--- src/core/pcdam_consts.svh ---
// Constants for the port C and port D alternate-function override block.
`ifndef PCDAM_CONSTS_SVH
`define PCDAM_CONSTS_SVH

// ****************************************************************
// Pin counts and positions
// ****************************************************************
`define PCDAM_PC_W 7
`define PCDAM_PD_W 8
`define PCDAM_NPINS 15
`define PCDAM_PD_BASE 7
`define PCDAM_PC_RESET 6
`define PCDAM_PC_SCL 5
`define PCDAM_PC_SDA 4
`define PCDAM_PD_T1 5
`define PCDAM_PD_XCK 4
`define PCDAM_PD_EXT_IRQ_ONE_PIN 3
`define PCDAM_PD_EXT_IRQ_ZERO_PIN 2
`define PCDAM_PD_TXD 1
`define PCDAM_PD_RXD 0

// ****************************************************************
// Timing and reset values
// ****************************************************************
`define PCDAM_CLK_PERIOD_NS 10
`define PCDAM_SPIKE_NS 50
`define PCDAM_SPIKE_CYCLES \
  ((`PCDAM_SPIKE_NS + `PCDAM_CLK_PERIOD_NS - 1) / `PCDAM_CLK_PERIOD_NS)
`define PCDAM_SYNC_RST 1'b1
`define PCDAM_RST_IDLE 1'b1

`endif

--- src/core/pcdam_pkg.sv ---
// Types shared by the port C and port D override block.
`include "pcdam_consts.svh"
package pcdam_pkg;
  typedef logic [`PCDAM_NPINS-1:0] pcdam_pins_t;
  typedef logic [2:0] pcdam_filt_cnt_t;
endpackage

--- src/core/pcdam_top.sv ---
// Alternate-function override logic for port C and port D pins.
//
// Contract
// - Fuse programmed: bit C6 is plain I/O; unprogrammed: pin feeds reset.
// - While C6 is reset, its direction, output and input reads give zero.
// - Two-wire enable hands bit C5 to the two-wire clock line.
// - Two-wire enable hands bit C4 to the two-wire data line.
// - Two-wire lines filter spikes under 50 ns, drive open-drain, slew-limited.
// - Spike filter sits before two-wire logic; slew limit follows the enable.
// - C6: fuse enables pull-up, direction, input overrides; pull-up value one.
// - C5, C4: enable overrides pull-up, direction, output; output value zero.
// - Bits C3 to C0 carry no overrides; they keep their plain digital port I/O.
// - D7 to D5 unoverridden; D5 feeds counter one external input.
// - D4 output override follows sync select; input feeds clock and counter0.
// - Interrupt enables force digital input on for D3 and D2.
// - Transmitter enabled forces bit D1 to output.
// - Receiver enabled forces bit D0 to input; pull-up follows its port bit.
// - Transmit and receive enables set D1 and D0 override enables and values.
`timescale 1ns/1ps
`default_nettype none
`include "pcdam_consts.svh"

module pcdam_top
  import pcdam_pkg::*;
(
  input wire logic clk_in,
  input wire logic reset_n_in,
  input wire logic reset_pin_disable_fuse_in,
  input wire logic two_wire_enable_in,
  input wire logic global_pullup_disable_in,
  input wire logic [`PCDAM_PC_W-1:0] port_c_output_in,
  input wire logic [`PCDAM_PC_W-1:0] port_c_direction_in,
  input wire logic [`PCDAM_PD_W-1:0] port_d_output_in,
  input wire logic [`PCDAM_PD_W-1:0] port_d_direction_in,
  input wire logic [`PCDAM_PC_W-1:0] port_c_pin_in,
  input wire logic [`PCDAM_PD_W-1:0] port_d_pin_in,
  input wire logic two_wire_clock_drive_in,
  input wire logic two_wire_data_drive_in,
  input wire logic usart_sync_select_in,
  input wire logic usart_clock_drive_in,
  input wire logic transmit_enable_in,
  input wire logic transmit_data_in,
  input wire logic receive_enable_in,
  input wire logic ext_irq_zero_enable_in,
  input wire logic ext_irq_one_enable_in,
  output logic [`PCDAM_PC_W-1:0] port_c_pin_out,
  output logic [`PCDAM_PC_W-1:0] port_c_pin_oe_out,
  output logic [`PCDAM_PC_W-1:0] port_c_pullup_out,
  output logic [`PCDAM_PD_W-1:0] port_d_pin_out,
  output logic [`PCDAM_PD_W-1:0] port_d_pin_oe_out,
  output logic [`PCDAM_PD_W-1:0] port_d_pullup_out,
  output logic [1:0] two_wire_slew_limit_out,
  output logic [`PCDAM_PC_W-1:0] port_c_direction_read_out,
  output logic [`PCDAM_PC_W-1:0] port_c_output_read_out,
  output logic [`PCDAM_PC_W-1:0] port_c_input_read_out,
  output logic [`PCDAM_PD_W-1:0] port_d_input_read_out,
  output logic reset_pin_level_out,
  output logic two_wire_clock_sense_out,
  output logic two_wire_data_sense_out,
  output logic counter1_external_input_out,
  output logic counter0_external_input_out,
  output logic usart_external_clock_out,
  output logic ext_irq_zero_pin_out,
  output logic ext_irq_one_pin_out,
  output logic receive_data_out
);

  // ****************************************************************
  // Pin indices in the joined C/D vector
  // ****************************************************************
  localparam int RST = `PCDAM_PC_RESET;
  localparam int SCL = `PCDAM_PC_SCL;
  localparam int SDA = `PCDAM_PC_SDA;
  localparam int T1 = `PCDAM_PD_BASE + `PCDAM_PD_T1;
  localparam int USART_EXTERNAL_CLOCK = `PCDAM_PD_BASE + `PCDAM_PD_XCK;
  localparam int IRQ1 = `PCDAM_PD_BASE + `PCDAM_PD_EXT_IRQ_ONE_PIN;
  localparam int IRQ0 = `PCDAM_PD_BASE + `PCDAM_PD_EXT_IRQ_ZERO_PIN;
  localparam int TXD = `PCDAM_PD_BASE + `PCDAM_PD_TXD;
  localparam int RXD = `PCDAM_PD_BASE + `PCDAM_PD_RXD;
  localparam pcdam_filt_cnt_t SPIKE_LAST =
    pcdam_filt_cnt_t'(`PCDAM_SPIKE_CYCLES - 1);

  // Override when enabled, otherwise the normal port setting.
  function automatic logic pcdam_pick(input logic en, input logic ov,
                                      input logic norm);
    pcdam_pick = en ? ov : norm;
  endfunction

  pcdam_pins_t norm_port, norm_dir, pins_raw;
  pcdam_pins_t pullup_override_enable, pullup_override_value;
  pcdam_pins_t direction_override_enable, direction_override_value;
  pcdam_pins_t output_value_override_enable, output_value_override_value;
  pcdam_pins_t input_enable_override_enable, input_enable_override_value;
  pcdam_pins_t eff_dir, eff_val, eff_pu, eff_die;
  pcdam_pins_t sync1, sync2, sync3, accepted, din;
  pcdam_pins_t pin_q, oe_q, pu_q;
  logic [1:0] filt;
  logic [1:0] filt_raw;
  pcdam_filt_cnt_t filt_cnt [2];
  logic global_pullup_disable;

  assign norm_port = {port_d_output_in, port_c_output_in};
  assign norm_dir = {port_d_direction_in, port_c_direction_in};
  assign pins_raw = {port_d_pin_in, port_c_pin_in};
  assign global_pullup_disable = global_pullup_disable_in;

  // ****************************************************************
  // Override tables
  // ****************************************************************
  // Pins not named here keep every enable and value at zero.
  always_comb begin
    pullup_override_enable = '0;
    pullup_override_value = '0;
    direction_override_enable = '0;
    direction_override_value = '0;
    output_value_override_enable = '0;
    output_value_override_value = '0;
    input_enable_override_enable = '0;
    input_enable_override_value = '0;
    // Reset pin: fuse value 1 (unprogrammed) hands it to reset.
    pullup_override_enable[RST] = reset_pin_disable_fuse_in;
    pullup_override_value[RST] = 1'b1;
    direction_override_enable[RST] = reset_pin_disable_fuse_in;
    input_enable_override_enable[RST] = reset_pin_disable_fuse_in;
    // Two-wire pins: open-drain, drive low means output enabled.
    pullup_override_enable[SCL] = two_wire_enable_in;
    pullup_override_enable[SDA] = two_wire_enable_in;
    pullup_override_value[SCL] = norm_port[SCL] & ~global_pullup_disable;
    pullup_override_value[SDA] = norm_port[SDA] & ~global_pullup_disable;
    direction_override_enable[SCL] = two_wire_enable_in;
    direction_override_enable[SDA] = two_wire_enable_in;
    direction_override_value[SCL] = two_wire_clock_drive_in;
    direction_override_value[SDA] = two_wire_data_drive_in;
    output_value_override_enable[SCL] = two_wire_enable_in;
    output_value_override_enable[SDA] = two_wire_enable_in;
    // USART clock output in synchronous mode.
    output_value_override_enable[USART_EXTERNAL_CLOCK] = usart_sync_select_in;
    output_value_override_value[USART_EXTERNAL_CLOCK] = usart_clock_drive_in;
    // Interrupt pins keep their input sampled.
    input_enable_override_enable[IRQ0] = ext_irq_zero_enable_in;
    input_enable_override_enable[IRQ1] = ext_irq_one_enable_in;
    input_enable_override_value[IRQ0] = 1'b1;
    input_enable_override_value[IRQ1] = 1'b1;
    // USART data pins.
    pullup_override_enable[TXD] = transmit_enable_in;
    direction_override_enable[TXD] = transmit_enable_in;
    direction_override_value[TXD] = 1'b1;
    output_value_override_enable[TXD] = transmit_enable_in;
    output_value_override_value[TXD] = transmit_data_in;
    pullup_override_enable[RXD] = receive_enable_in;
    pullup_override_value[RXD] = norm_port[RXD] & ~global_pullup_disable;
    direction_override_enable[RXD] = receive_enable_in;
  end

  // ****************************************************************
  // Per-pin selection and input synchronisers
  // ****************************************************************
  // Three stages per pin; a new level is taken once stages two and three
  // agree, so a one-cycle metastable blip never reaches the logic.
  for (genvar i = 0; i < `PCDAM_NPINS; i++) begin : g_pin
    assign eff_dir[i] = pcdam_pick(direction_override_enable[i],
                                   direction_override_value[i],
                                   norm_dir[i]);
    assign eff_val[i] = pcdam_pick(output_value_override_enable[i],
                                   output_value_override_value[i],
                                   norm_port[i]);
    assign eff_pu[i] = pcdam_pick(pullup_override_enable[i],
                                  pullup_override_value[i],
                                  norm_port[i] & ~norm_dir[i] & ~global_pullup_disable);
    assign eff_die[i] = pcdam_pick(input_enable_override_enable[i],
                                   input_enable_override_value[i],
                                   1'b1);
    always_ff @(posedge clk_in) begin
      if (!reset_n_in) begin
        sync1[i] <= `PCDAM_SYNC_RST;
        sync2[i] <= `PCDAM_SYNC_RST;
        sync3[i] <= `PCDAM_SYNC_RST;
        accepted[i] <= `PCDAM_SYNC_RST;
      end else begin
        sync1[i] <= pins_raw[i];
        sync2[i] <= sync1[i];
        sync3[i] <= sync2[i];
        if (sync2[i] == sync3[i]) begin
          accepted[i] <= sync3[i];
        end
      end
    end
  end
  // A disabled digital input reads low, which also blanks the reset pin's input read-back.
  assign din = accepted & eff_die;

  // ****************************************************************
  // Two-wire spike filters
  // ****************************************************************
  // A level must differ from the filtered one for the whole spike time
  // before it passes; shorter pulses restart the count.
  assign filt_raw = {accepted[SDA], accepted[SCL]};
  for (genvar j = 0; j < 2; j++) begin : g_filt
    always_ff @(posedge clk_in) begin
      if (!reset_n_in) begin
        filt[j] <= `PCDAM_RST_IDLE;
        filt_cnt[j] <= '0;
      end else if (filt_raw[j] == filt[j]) begin
        filt_cnt[j] <= '0;
      end else if (filt_cnt[j] == SPIKE_LAST) begin
        filt[j] <= filt_raw[j];
        filt_cnt[j] <= '0;
      end else begin
        filt_cnt[j] <= filt_cnt[j] + 1'b1;
      end
    end
  end

  // ****************************************************************
  // Registered pin drive
  // ****************************************************************
  // Registering costs one cycle of latency but keeps the pads glitch free.
  always_ff @(posedge clk_in) begin
    if (!reset_n_in) begin
      pin_q <= '0;
      oe_q <= '0;
      pu_q <= '0;
      two_wire_slew_limit_out <= '0;
    end else begin
      pin_q <= eff_val;
      oe_q <= eff_dir;
      pu_q <= eff_pu;
      two_wire_slew_limit_out <= {2{two_wire_enable_in}};
    end
  end
  assign port_c_pin_out = pin_q[`PCDAM_PC_W-1:0];
  assign port_c_pin_oe_out = oe_q[`PCDAM_PC_W-1:0];
  assign port_c_pullup_out = pu_q[`PCDAM_PC_W-1:0];
  assign port_d_pin_out = pin_q[`PCDAM_NPINS-1:`PCDAM_PD_BASE];
  assign port_d_pin_oe_out = oe_q[`PCDAM_NPINS-1:`PCDAM_PD_BASE];
  assign port_d_pullup_out = pu_q[`PCDAM_NPINS-1:`PCDAM_PD_BASE];

  // ****************************************************************
  // Register read-back
  // ****************************************************************
  always_ff @(posedge clk_in) begin
    if (!reset_n_in) begin
      port_c_direction_read_out <= '0;
      port_c_output_read_out <= '0;
      port_c_input_read_out <= '0;
      port_d_input_read_out <= '0;
    end else begin
      port_c_direction_read_out <= port_c_direction_in;
      port_c_output_read_out <= port_c_output_in;
      port_c_input_read_out <= din[`PCDAM_PC_W-1:0];
      port_d_input_read_out <= din[`PCDAM_NPINS-1:`PCDAM_PD_BASE];
      if (reset_pin_disable_fuse_in) begin
        port_c_direction_read_out[RST] <= 1'b0;
        port_c_output_read_out[RST] <= 1'b0;
      end
    end
  end

  // ****************************************************************
  // Peripheral inputs
  // ****************************************************************
  // Analog paths (ADC channels, comparator) bypass this digital logic.
  always_ff @(posedge clk_in) begin
    if (!reset_n_in) begin
      reset_pin_level_out <= `PCDAM_RST_IDLE;
      two_wire_clock_sense_out <= `PCDAM_RST_IDLE;
      two_wire_data_sense_out <= `PCDAM_RST_IDLE;
      counter1_external_input_out <= 1'b0;
      counter0_external_input_out <= 1'b0;
      usart_external_clock_out <= 1'b0;
      ext_irq_zero_pin_out <= 1'b0;
      ext_irq_one_pin_out <= 1'b0;
      receive_data_out <= 1'b0;
    end else begin
      reset_pin_level_out <= reset_pin_disable_fuse_in ? accepted[RST] :
                             `PCDAM_RST_IDLE;
      two_wire_clock_sense_out <= two_wire_enable_in ? filt[0] :
                                  `PCDAM_RST_IDLE;
      two_wire_data_sense_out <= two_wire_enable_in ? filt[1] :
                                 `PCDAM_RST_IDLE;
      counter1_external_input_out <= din[T1];
      counter0_external_input_out <= din[USART_EXTERNAL_CLOCK];
      usart_external_clock_out <= din[USART_EXTERNAL_CLOCK];
      ext_irq_zero_pin_out <= din[IRQ0];
      ext_irq_one_pin_out <= din[IRQ1];
      receive_data_out <= din[RXD];
    end
  end
endmodule // pcdam_top
`default_nettype wire

--- config.mk ---
export PLATFORM = sky130hd
export DESIGN_NAME = pcdam_top
export DESIGN_NICKNAME = d
export VERILOG_FILES = /design/src/core/pcdam_pkg.sv /design/src/core/pcdam_top.sv
export VERILOG_INCLUDE_DIRS = /design/src /design/src/core
export SDC_FILE = /design/constraint.sdc
export NUM_CORES = 1
export LEC_CHECK = 0
export BUFFER_PORTS_ARGS = -buffer_cell sky130_fd_sc_hd__buf_2
export CAP_MARGIN = 10
export CORE_MARGIN = 4
export CORE_UTILIZATION = 45
export CTS_CLUSTER_SIZE = 8
export DETAILED_ROUTE_END_ITERATION = 16
export MAX_ROUTING_LAYER = met4
export PLACE_DENSITY = 0.73
export SKIP_LAST_GASP = 1
export SLEW_MARGIN = 25
export SYNTH_ARGS = -nofsm -noshare
export SYNTH_HDL_FRONTEND = slang
export SYNTH_SLANG_ARGS = --single-unit
export TNS_END_PERCENT = 50
--- constraint.sdc ---
create_clock -name clk_in -period 2 [get_ports clk_in]
set_clock_uncertainty 0.2 [all_clocks]
set_input_delay 0.3 -clock clk_in [delete_from_list [all_inputs] [get_ports clk_in]]
set_output_delay 0.3 -clock clk_in [all_outputs]
set_load 0.05 [all_outputs]
==> flow_metrics.tcl, run 1 <==
set metrics [dict create \
    yosysWarnings 0 \
    arrival_ns 2.28 \
    critPathLaunchType "input port" \
    avgSynthCellArea_um2 11.6 \
    drc 0 \
    outcome "finished with violations" \
    period_needed_ns 2.04 \
    grt_pass1_vias 3289 \
    hold_slack_ns 0.204 \
    grt_start_max_net_pins 24 \
    max_cap_violations 0 \
    n_antenna_cell 0 \
    cts-htree-levels 4 \
    vdd_drop_max_uv 571 \
    io-pin-count 144 \
    clk_pin_slew_ns 0.06 \
    hold_path_class "reg -> reg" \
    clock-root-buffer "clkbuf_8" \
    vias 3232 \
    synth_area_leaders "dfxtp_1 62%, nand2b_1 7.3%, and2_1 6.4%, edfxtp_1 4.3%, buf_4 3.0%" \
    synth_top_area_frac 0.620 \
    place_congestion 0.796 \
    maxSlewViolCount 0 \
    relSlewSlack 0.657 \
    wl_mm 9.52 \
    violations "negative setup slack" \
    crit_path_end_kind "flip-flop" \
    postRouteAntennaNets 0 \
    cts-buffers-inserted 17 \
    powerDensity_nw_per_um2 1050 \
    dieArea_um2 11000 \
    hold_violations 0 \
    dp_hpwl_mm 5.72 \
    cts_resized 0 \
    fin_crit_sh 1.02 \
    yosys-top-cells-count "131 x dfxtp_1, 49 x nand2b_1, 43 x and2_1" \
    worstMarginPinSlew_ns 0.513 \
    layout-drive-gt1-share 0.308 \
    synth-simple-area-share 0.202 \
    cts_tree "yes" \
    clk_latency_ns 0.49 \
    grt.overflow.total 0 \
    grt_use_total 0.186 \
    final.fill_count 686 \
    initial_core_util 0.460 \
    grt_pass1_wl_mm 15.7 \
    rows 35 \
    place_area_um2 4940 \
    synth_compound_area_frac 0.0645 \
    final_nets 639 \
    yosysTopAreaCell "dfxtp_1" \
    synth.distinct_cells 31 \
    setup_slack_ns -0.0411 \
    synth_top_flop_cell "dfxtp_1" \
    post_drt_wl_per_cell_um 13.6 \
    syn-cell-area_um2 4230 \
    coreArea_um2 9200 \
    drt_iter0_markers 120 \
    yosysMostFrequentCell "dfxtp_1" \
    required_ns 2.24 \
    fin_area_um2 6220 \
    synth_edf_count 6 \
    fmax_mhz 490 \
    ys_seq_area_frac 0.663 \
    rsz0062_at_grt "true" \
    antenna_found_initial 0 \
    synth-seq-cells 137 \
    drt_first_pass_iters 4 \
    worstSetupPathType "in -> reg" \
    clk_path_buf_depth 2 \
    ys_async_sr_fraction 0 \
    die_h_um 105 \
    setup_viol_count_final 2 \
    synth_top_family_by_area "simple AND/OR/NAND/NOR gates" \
    power.leakage_uw 0.00280 \
    clock-sinks 137 \
    die_w_um 105 \
    portBuffers 141 \
    synthCells 366 \
    synth-adder-area-share 0.0118 \
    vias_per_cell 4.62 \
    critical_path.max_fanout 13 \
    muxShareOfSynthArea 0.00474 \
    total_power_uw 6520 \
    synth_xor_area_frac 0.00414 \
    syn2layout_area_growth_pct 47.1 \
]
==> layout by cell type, fill, tap and decap left out, types with 3 or more instances in the layout <==
master,synthesis,layout
buf_2,6,140
dfxtp_1,131,131
dlygate4sd3_1,0,71
nand2b_1,49,49
and2_1,43,43
nor2_1,20,20
a21oi_1,17,17
clkbuf_16,0,17
o21ai_0,15,15
nor3b_1,11,11
edfxtp_1,6,6
conb_1,1,6
buf_4,17,5
inv_1,4,4
nand2_1,4,4
or2b_1,4,4
and3_1,4,4
ha_1,4,4
clkbuf_8,0,4
clkinv_2,0,4
nor2b_1,3,3
==> routing by layer <==
layer / global-route usage / wire length (um) / vias to the layer above
met5: - / 0 / -
met4: 0.0909 / 335 / 0
met1: 0.195 / 3780 / 1495
met2: 0.311 / 4760 / 133
met3: 0.0673 / 640 / 28
li1: - / - / 1576
==> critical path, stage by stage <==
cell and delay, ns:
dlygate4sd3_1 0.55, buf_4 0.21, nand2b_1 0.29, nor3b_1 0.35, dlygate4sd3_1 0.58
==> area by class of cell <==
class,count,area [um^2],share of cell area
multi-input cells,199,1240,0.199
well taps,111,139,0.0223
repair buffers,216,1450,0.233
clock inverters,10,91.3,0.0147
flip-flops and latches,137,2800,0.451
inverters,5,18.8,0.00302
clock buffers,21,480,0.0773
==> worst paths after layout <==
path / endpoint / start / slack [ns] / cells past startpoint
worst max-delay path: pu_q[9] / reset_n_in / -0.04 / 5
worst min-delay path: sync2[11] / sync1[11] / 0.20 / 1
worst max register to register: filt_cnt[1][2] / filt_cnt[1][0] / 0.36 / 4
worst min register to register: sync2[11] / sync1[11] / 0.20 / 1
==> logic make-up after synthesis <==
logic type	after synthesis
simple gates	142
fa+ha+maj	4
compound gates	43
buf+inv	35
xor+xnor	2
other cells	1
flops	137
mux	2
==> report_power, final <==
group	internal (uW)	total [uW]	switching, uW	leakage (uW)
logic	252	700	448	0.00137
registers	2860	2900	42.2	0.00114
clock network	1810	2910	1100	0.000281
total	4930	6520	1590	0.00280
==> stage by stage <==
stage / TNS (ns) / setup slack, ns / utilization / cells
after detailed placement: 0 / 0.361 / 0.537 / 597
after global placement: 0 / 0.405 / 0.537 / 597
after floorplan: 0 / 0.447 / - / 371
after CTS: 0 / 0.0733 / 0.676 / 699
after global routing: -0.525 / -0.0450 / 0.676 / 699
final: -0.0413 / -0.0411 / 0.676 / 699
==> flip-flops by register name, summed over array words and instances, names as in the netlist <==
signal	flops
accepted	15
filt	2
filt_cnt	6
oe_q	15
pin_q	15
port_c_direction_read_out	2
port_c_input_read_out	7
port_c_output_read_out	3
port_d_input_read_out	8
pu_q	15
reset_pin_level_out	1
sync1	15
sync2	15
sync3	15
two_wire_clock_sense_out	1
two_wire_data_sense_out	1
two_wire_slew_limit_out	1
==> repair_timing <==
| action | 4_1_cts | 5_1_grt |
|---|---|---|
| endpoints found under the hold margin | 69 | 0 |
| endpoints found under the setup margin | 0 | 25 |
| hold buffers | 71 | 0 |
| setup buffers | 0 | 0 |
No activity file was read; power rests on OpenSTA's default activity.
==> run 2, diff against run 1 <==
--- a/config.mk
+++ b/config.mk
@@ -9,11 +9,11 @@
 export BUFFER_PORTS_ARGS = -buffer_cell sky130_fd_sc_hd__buf_2
 export CAP_MARGIN = 10
 export CORE_MARGIN = 4
-export CORE_UTILIZATION = 45
+export CORE_UTILIZATION = 35
 export CTS_CLUSTER_SIZE = 8
 export DETAILED_ROUTE_END_ITERATION = 16
 export MAX_ROUTING_LAYER = met4
-export PLACE_DENSITY = 0.73
+export PLACE_DENSITY = 0.59
 export SKIP_LAST_GASP = 1
 export SLEW_MARGIN = 25
 export SYNTH_ARGS = -nofsm -noshare
==> run 2 against run 1 <==
  * The flow now finishes without violations
  * Critical path depth unchanged
  * Clock power is 4% higher
  * First-iteration DRC count grew 7.5%
  * Global-route usage down 4.7 points
  * Largest power group unchanged
  * Largest cell class unchanged
  * Combinational power fell by 2%
  * Routed wire length down 4.5%
  * Total power increased by 1.7%
==> flow_metrics.tcl, run 2 (synthesized netlist as in run 1, its figures left out) <==
set metrics [dict create \
    outcome "finished, final reports clean" \
    dieArea_um2 13900 \
    grt.overflow.total 0 \
    die_w_um 118 \
    power.leakage_uw 0.00277 \
    rsz0062_at_grt "false" \
    required_ns 2.15 \
    setup_viol_count_final 0 \
    fmax_mhz 592 \
    rows 39 \
    clock-sinks 137 \
    cp_common_cell "dlygate4sd3_1" \
    drt_iter0_markers 129 \
    layout-drive-gt1-share 0.303 \
    initial_core_util 0.364 \
    n_antenna_cell 0 \
    vias 3130 \
    period_needed_ns 1.69 \
    setup_tns_ns 0 \
    final_nets 631 \
    place_congestion 0.831 \
    cts_tree "yes" \
    reg2regPathDepth 4 \
    maxSlewViolCount 0 \
    critical_path.max_fanout 7 \
    final.fill_count 1001 \
    cp_cell_sequence "dlygate4sd3_1 > buf_2 > nand2b_1 > a21oi_1 > dlygate4sd3_1" \
    grt_pass1_vias 3083 \
    dp_hpwl_mm 5.85 \
    grt_pass1_wl_mm 14.9 \
    io-pin-count 144 \
    fin_crit_sh 0.845 \
    max_stage_delay_ns 0.55 \
    critPathLaunchType "input port" \
    max_cap_violations 0 \
    clock-root-buffer "clkbuf_16" \
    grt_use_total 0.139 \
    setup_slack_ns 0.310 \
    antenna_found_initial 0 \
    cp_slowest_cell "dlygate4sd3_1" \
    cts-htree-levels 4 \
    powerDensity_nw_per_um2 1070 \
    cts-buffers-inserted 17 \
    portBuffers 141 \
    hold_path_depth 3 \
    wl_mm 9.10 \
    vdd_drop_max_uv 530 \
    post_drt_wl_per_cell_um 12.6 \
    drt_first_pass_iters 4 \
    postRouteAntennaNets 0 \
    clk_latency_ns 0.40 \
    final_common_cell "buf_2" \
    drc 0 \
    coreArea_um2 11600 \
    clk_pin_slew_ns 0.05 \
    crit_path_end_kind "flip-flop" \
    pre_cts_ws_ns 0.359 \
    total_power_uw 6630 \
    worstSetupPathType "in -> reg" \
    die_h_um 118 \
    clk_path_buf_depth 2 \
    layout_common_cells "140 x buf_2, 131 x dfxtp_1, 65 x dlygate4sd3_1" \
    syn2layout_area_growth_pct 47.1 \
    grt_start_max_net_pins 66 \
    hold_path_class "in -> reg" \
    hold_violations 0 \
    arrival_ns 1.84 \
    vias_per_cell 4.33 \
    cts_setup_buffers 0 \
]
-- run 2: cell count changes in the layout (fill, tap and decap cells not counted), moves of 2 or more --
cell / delta
clkbuf_1: +3
dlygate4sd3_1: -6
buf_4: -3
clkbuf_16: +2
clkinv_2: -2
clkinv_4: -2
-- run 2: metrics by stage --
step / cell area [um^2] / hold WS, ns / instances / utilization
6_report: 6220 / 0.0293 / 723 / 0.536
5_1_grt: 6220 / 0.0268 / 723 / 0.536
4_1_cts: 6220 / 0.00792 / 723 / 0.536
3_5_place_dp: 4970 / 0.192 / 627 / 0.428
3_3_place_gp: 4970 / 0.188 / 627 / 0.428
2_1_floorplan: 4250 / 0.172 / 371 / -
-- run 2: layer usage --
metal / track usage / share of wire / vias up
li1: - / - / 1561
met1: 0.147 / 0.42 / 1428
met2: 0.228 / 0.49 / 125
met3: 0.0577 / 0.075 / 16
met4: 0.0645 / 0.019 / 0
met5: - / 0 / -
-- run 2: worst max-delay path: cells and delay by family --
family	cells	cell delay [ns]
simple gates	1	0.18
compound gates	1	0.12
buf+inv	3	1.24
-- run 2: worst paths after layout --
check / start / to / slack [ns]
worst max-delay path: two_wire_enable_in / oe_q[4] / 0.31
worst min-delay path: global_pullup_disable_in / pu_q[6] / 0.03
worst min register to register: sync1[3] / sync2[3] / 0.20
worst max register to register: filt_cnt[1][0] / filt_cnt[1][2] / 0.34
-- run 2: final cells by class --
type | count | area, um^2 | share of cell area
sequential | 137 | 2800 | 0.451
timing repair buffer | 208 | 1390 | 0.223
multi-input combinational | 199 | 1240 | 0.199
clock buffer | 26 | 542 | 0.0871
tap | 143 | 179 | 0.0288
clock inverter | 5 | 55.1 | 0.00885
inverter | 5 | 18.8 | 0.00302
-- run 2: power by group --
group	switching (uW)	total, uW	internal (uW)
clock network	1060	3040	1980
logic	442	688	245
registers	40.7	2900	2860
-- run 2: what timing repair did --
action                                 in CTS  in global routing
resized for setup                           0                  0
endpoints found under the hold margin      66                  0
hold buffers                               65                  0
==> run 3, diff against run 2 <==
==> constraint.sdc (replaced) <==
create_clock -name clk_in -period 1.7 [get_ports clk_in]
set_clock_uncertainty 0.2 [all_clocks]
set_input_delay 0.255 -clock clk_in [delete_from_list [all_inputs] [get_ports clk_in]]
set_output_delay 0.255 -clock clk_in [all_outputs]
set_load 0.05 [all_outputs]
==> run 3 against run 2 <==
  * Core utilization grew 0.56 points
  * Global-route usage increased by 0.61 points
  * Combinational power grew 21%
  * Count of clock-buffer cells in the layout shrank 1
  * Highest routed layer unchanged
  * Largest power group unchanged
==> flow_metrics.tcl, run 3 (synthesized netlist as in run 1, its figures left out) <==
set metrics [dict create \
    outcome "finished, final reports clean" \
    postRouteAntennaNets 0 \
    die_w_um 118 \
    hold_slack_ns 0.0192 \
    grt_pass1_vias 3235 \
    vdd_drop_max_uv 745 \
    critical_path.max_fanout 3 \
    layout-drive-gt1-share 0.308 \
    clk_latency_ns 0.41 \
    layout_common_cells "140 x buf_2, 131 x dfxtp_1, 69 x dlygate4sd3_1" \
    final_nets 640 \
    drt_iter0_markers 175 \
    initial_core_util 0.364 \
    fin_crit_sh 0.952 \
    place_area_um2 5020 \
    final_common_cell "buf_2" \
    fin_area_um2 6290 \
    worstSetupPathType "in -> reg" \
    rows 39 \
    reg2reg_slack_ns 0.08 \
    cts-buffers-inserted 17 \
    syn2layout_area_growth_pct 48.7 \
    antenna_found_initial 1 \
    crit_end "oe_q[6]" \
    dp_hpwl_mm 6.11 \
    rsz0062_at_grt "false" \
    vias_per_cell 4.29 \
    required_ns 1.85 \
    grt.overflow.total 0 \
    drc 0 \
    cts-htree-levels 4 \
    clock-root-buffer "clkbuf_16" \
    fmax_mhz 618 \
    rr_endpoint "filt_cnt[0][2]" \
    maxSlewViolCount 0 \
    post_drt_wl_per_cell_um 12.9 \
    fin_util 0.541 \
    r2r-start "filt_cnt[0][0]" \
    die_h_um 118 \
    portBuffers 141 \
    period_needed_ns 1.62 \
    clk_path_buf_depth 2 \
    reg2regPathDepth 4 \
    io-pin-count 144 \
    place_congestion 0.831 \
    crit_path_end_kind "flip-flop" \
    arrival_ns 1.77 \
    hold_violations 0 \
    hold_path_class "in -> reg" \
    grt_use_total 0.145 \
    max_cap_violations 0 \
    grt_start_max_net_pins 39 \
    cp-startpoint "reset_pin_disable_fuse_in" \
    clock-sinks 137 \
    vias 3149 \
    powerDensity_nw_per_um2 1230 \
    clk_pin_slew_ns 0.05 \
    setup_tns_ns 0 \
    cts_tree "yes" \
    setup_viol_count_final 0 \
    coreArea_um2 11600 \
    critPathLaunchType "input port" \
    grt_pass1_wl_mm 15.5 \
    stdcell_count 734 \
    drt_first_pass_iters 4 \
    wl_mm 9.43 \
    placed_cells 631 \
    power.leakage_uw 0.00281 \
    dieArea_um2 13900 \
]
-- run 3: cell count changes in the layout (fill, tap and decap cells not counted), sizes merged --
cell         before  now
buf             143  148
dlygate4sd3      65   69
clkinv            2    4
clkbuf           26   25
clkinvlp          2    1
diode             0    1
inv               5    6
-- run 3: how the worst min path moves through the flow --
stage                             from        to  slack, ns  cells past startpoint
global placement              sync1[7]  sync2[7]       0.19                      1
global route                reset_n_in  sync2[5]       0.01                      2
CTS                         reset_n_in  sync2[5]      0.006                      2
finish                      reset_n_in  sync2[5]       0.02                      2
detailed placement            sync1[9]  sync2[9]       0.19                      1
floorplan           two_wire_enable_in  pin_q[4]       0.13                      1
-- run 3: cell type report --
| cell class | count | area (um^2) |
|---|---|---|
| fill | 1005 | 5330 |
| tap | 143 | 179 |
| clock buffer | 25 | 505 |
| inverter | 5 | 18.8 |
| multi-input combinational | 199 | 1240 |
| clock inverter | 7 | 63.8 |
| antenna | 1 | 2.50 |
| sequential | 137 | 2800 |
| timing repair buffer | 217 | 1480 |
-- run 3: critical path: stages --
cell           delay [ns]
dlygate4sd3_1        0.55
buf_2                0.14
nor2b_1              0.15
and2_1               0.14
dlygate4sd3_1        0.53
-- run 3: timing repair --
item | 4_1_cts | 5_1_grt
endpoints found under the hold margin | 72 | 0
hold buffers | 69 | 0
setup buffers | 0 | 1
resized for setup | 0 | 0
setup endpoints to repair | 0 | 1
-- run 3: report_power, final --
group	switching (uW)	total [uW]	internal, uW
sequential	48.6	3410	3370
combinational	526	830	304
clock	1270	3460	2190
total	1840	7710	5860
-- run 3: stage by stage --
stage,total power (uW),setup slack [ns]
finish,7710,0.0814
global route,8000,0.00647
CTS,7790,0.0365
detailed placement,4190,0.0605
global placement,4180,0.134
floorplan,4000,0.147
-- run 3: layer usage --
| metal | vias to the layer above | global-route usage | share of wire |
|---|---|---|---|
| met5 | - | - | 0 |
| met4 | 0 | 0.0630 | 0.020 |
| met3 | 18 | 0.0735 | 0.086 |
| met2 | 131 | 0.239 | 0.49 |
| met1 | 1415 | 0.146 | 0.40 |
| li1 | 1585 | - | - |
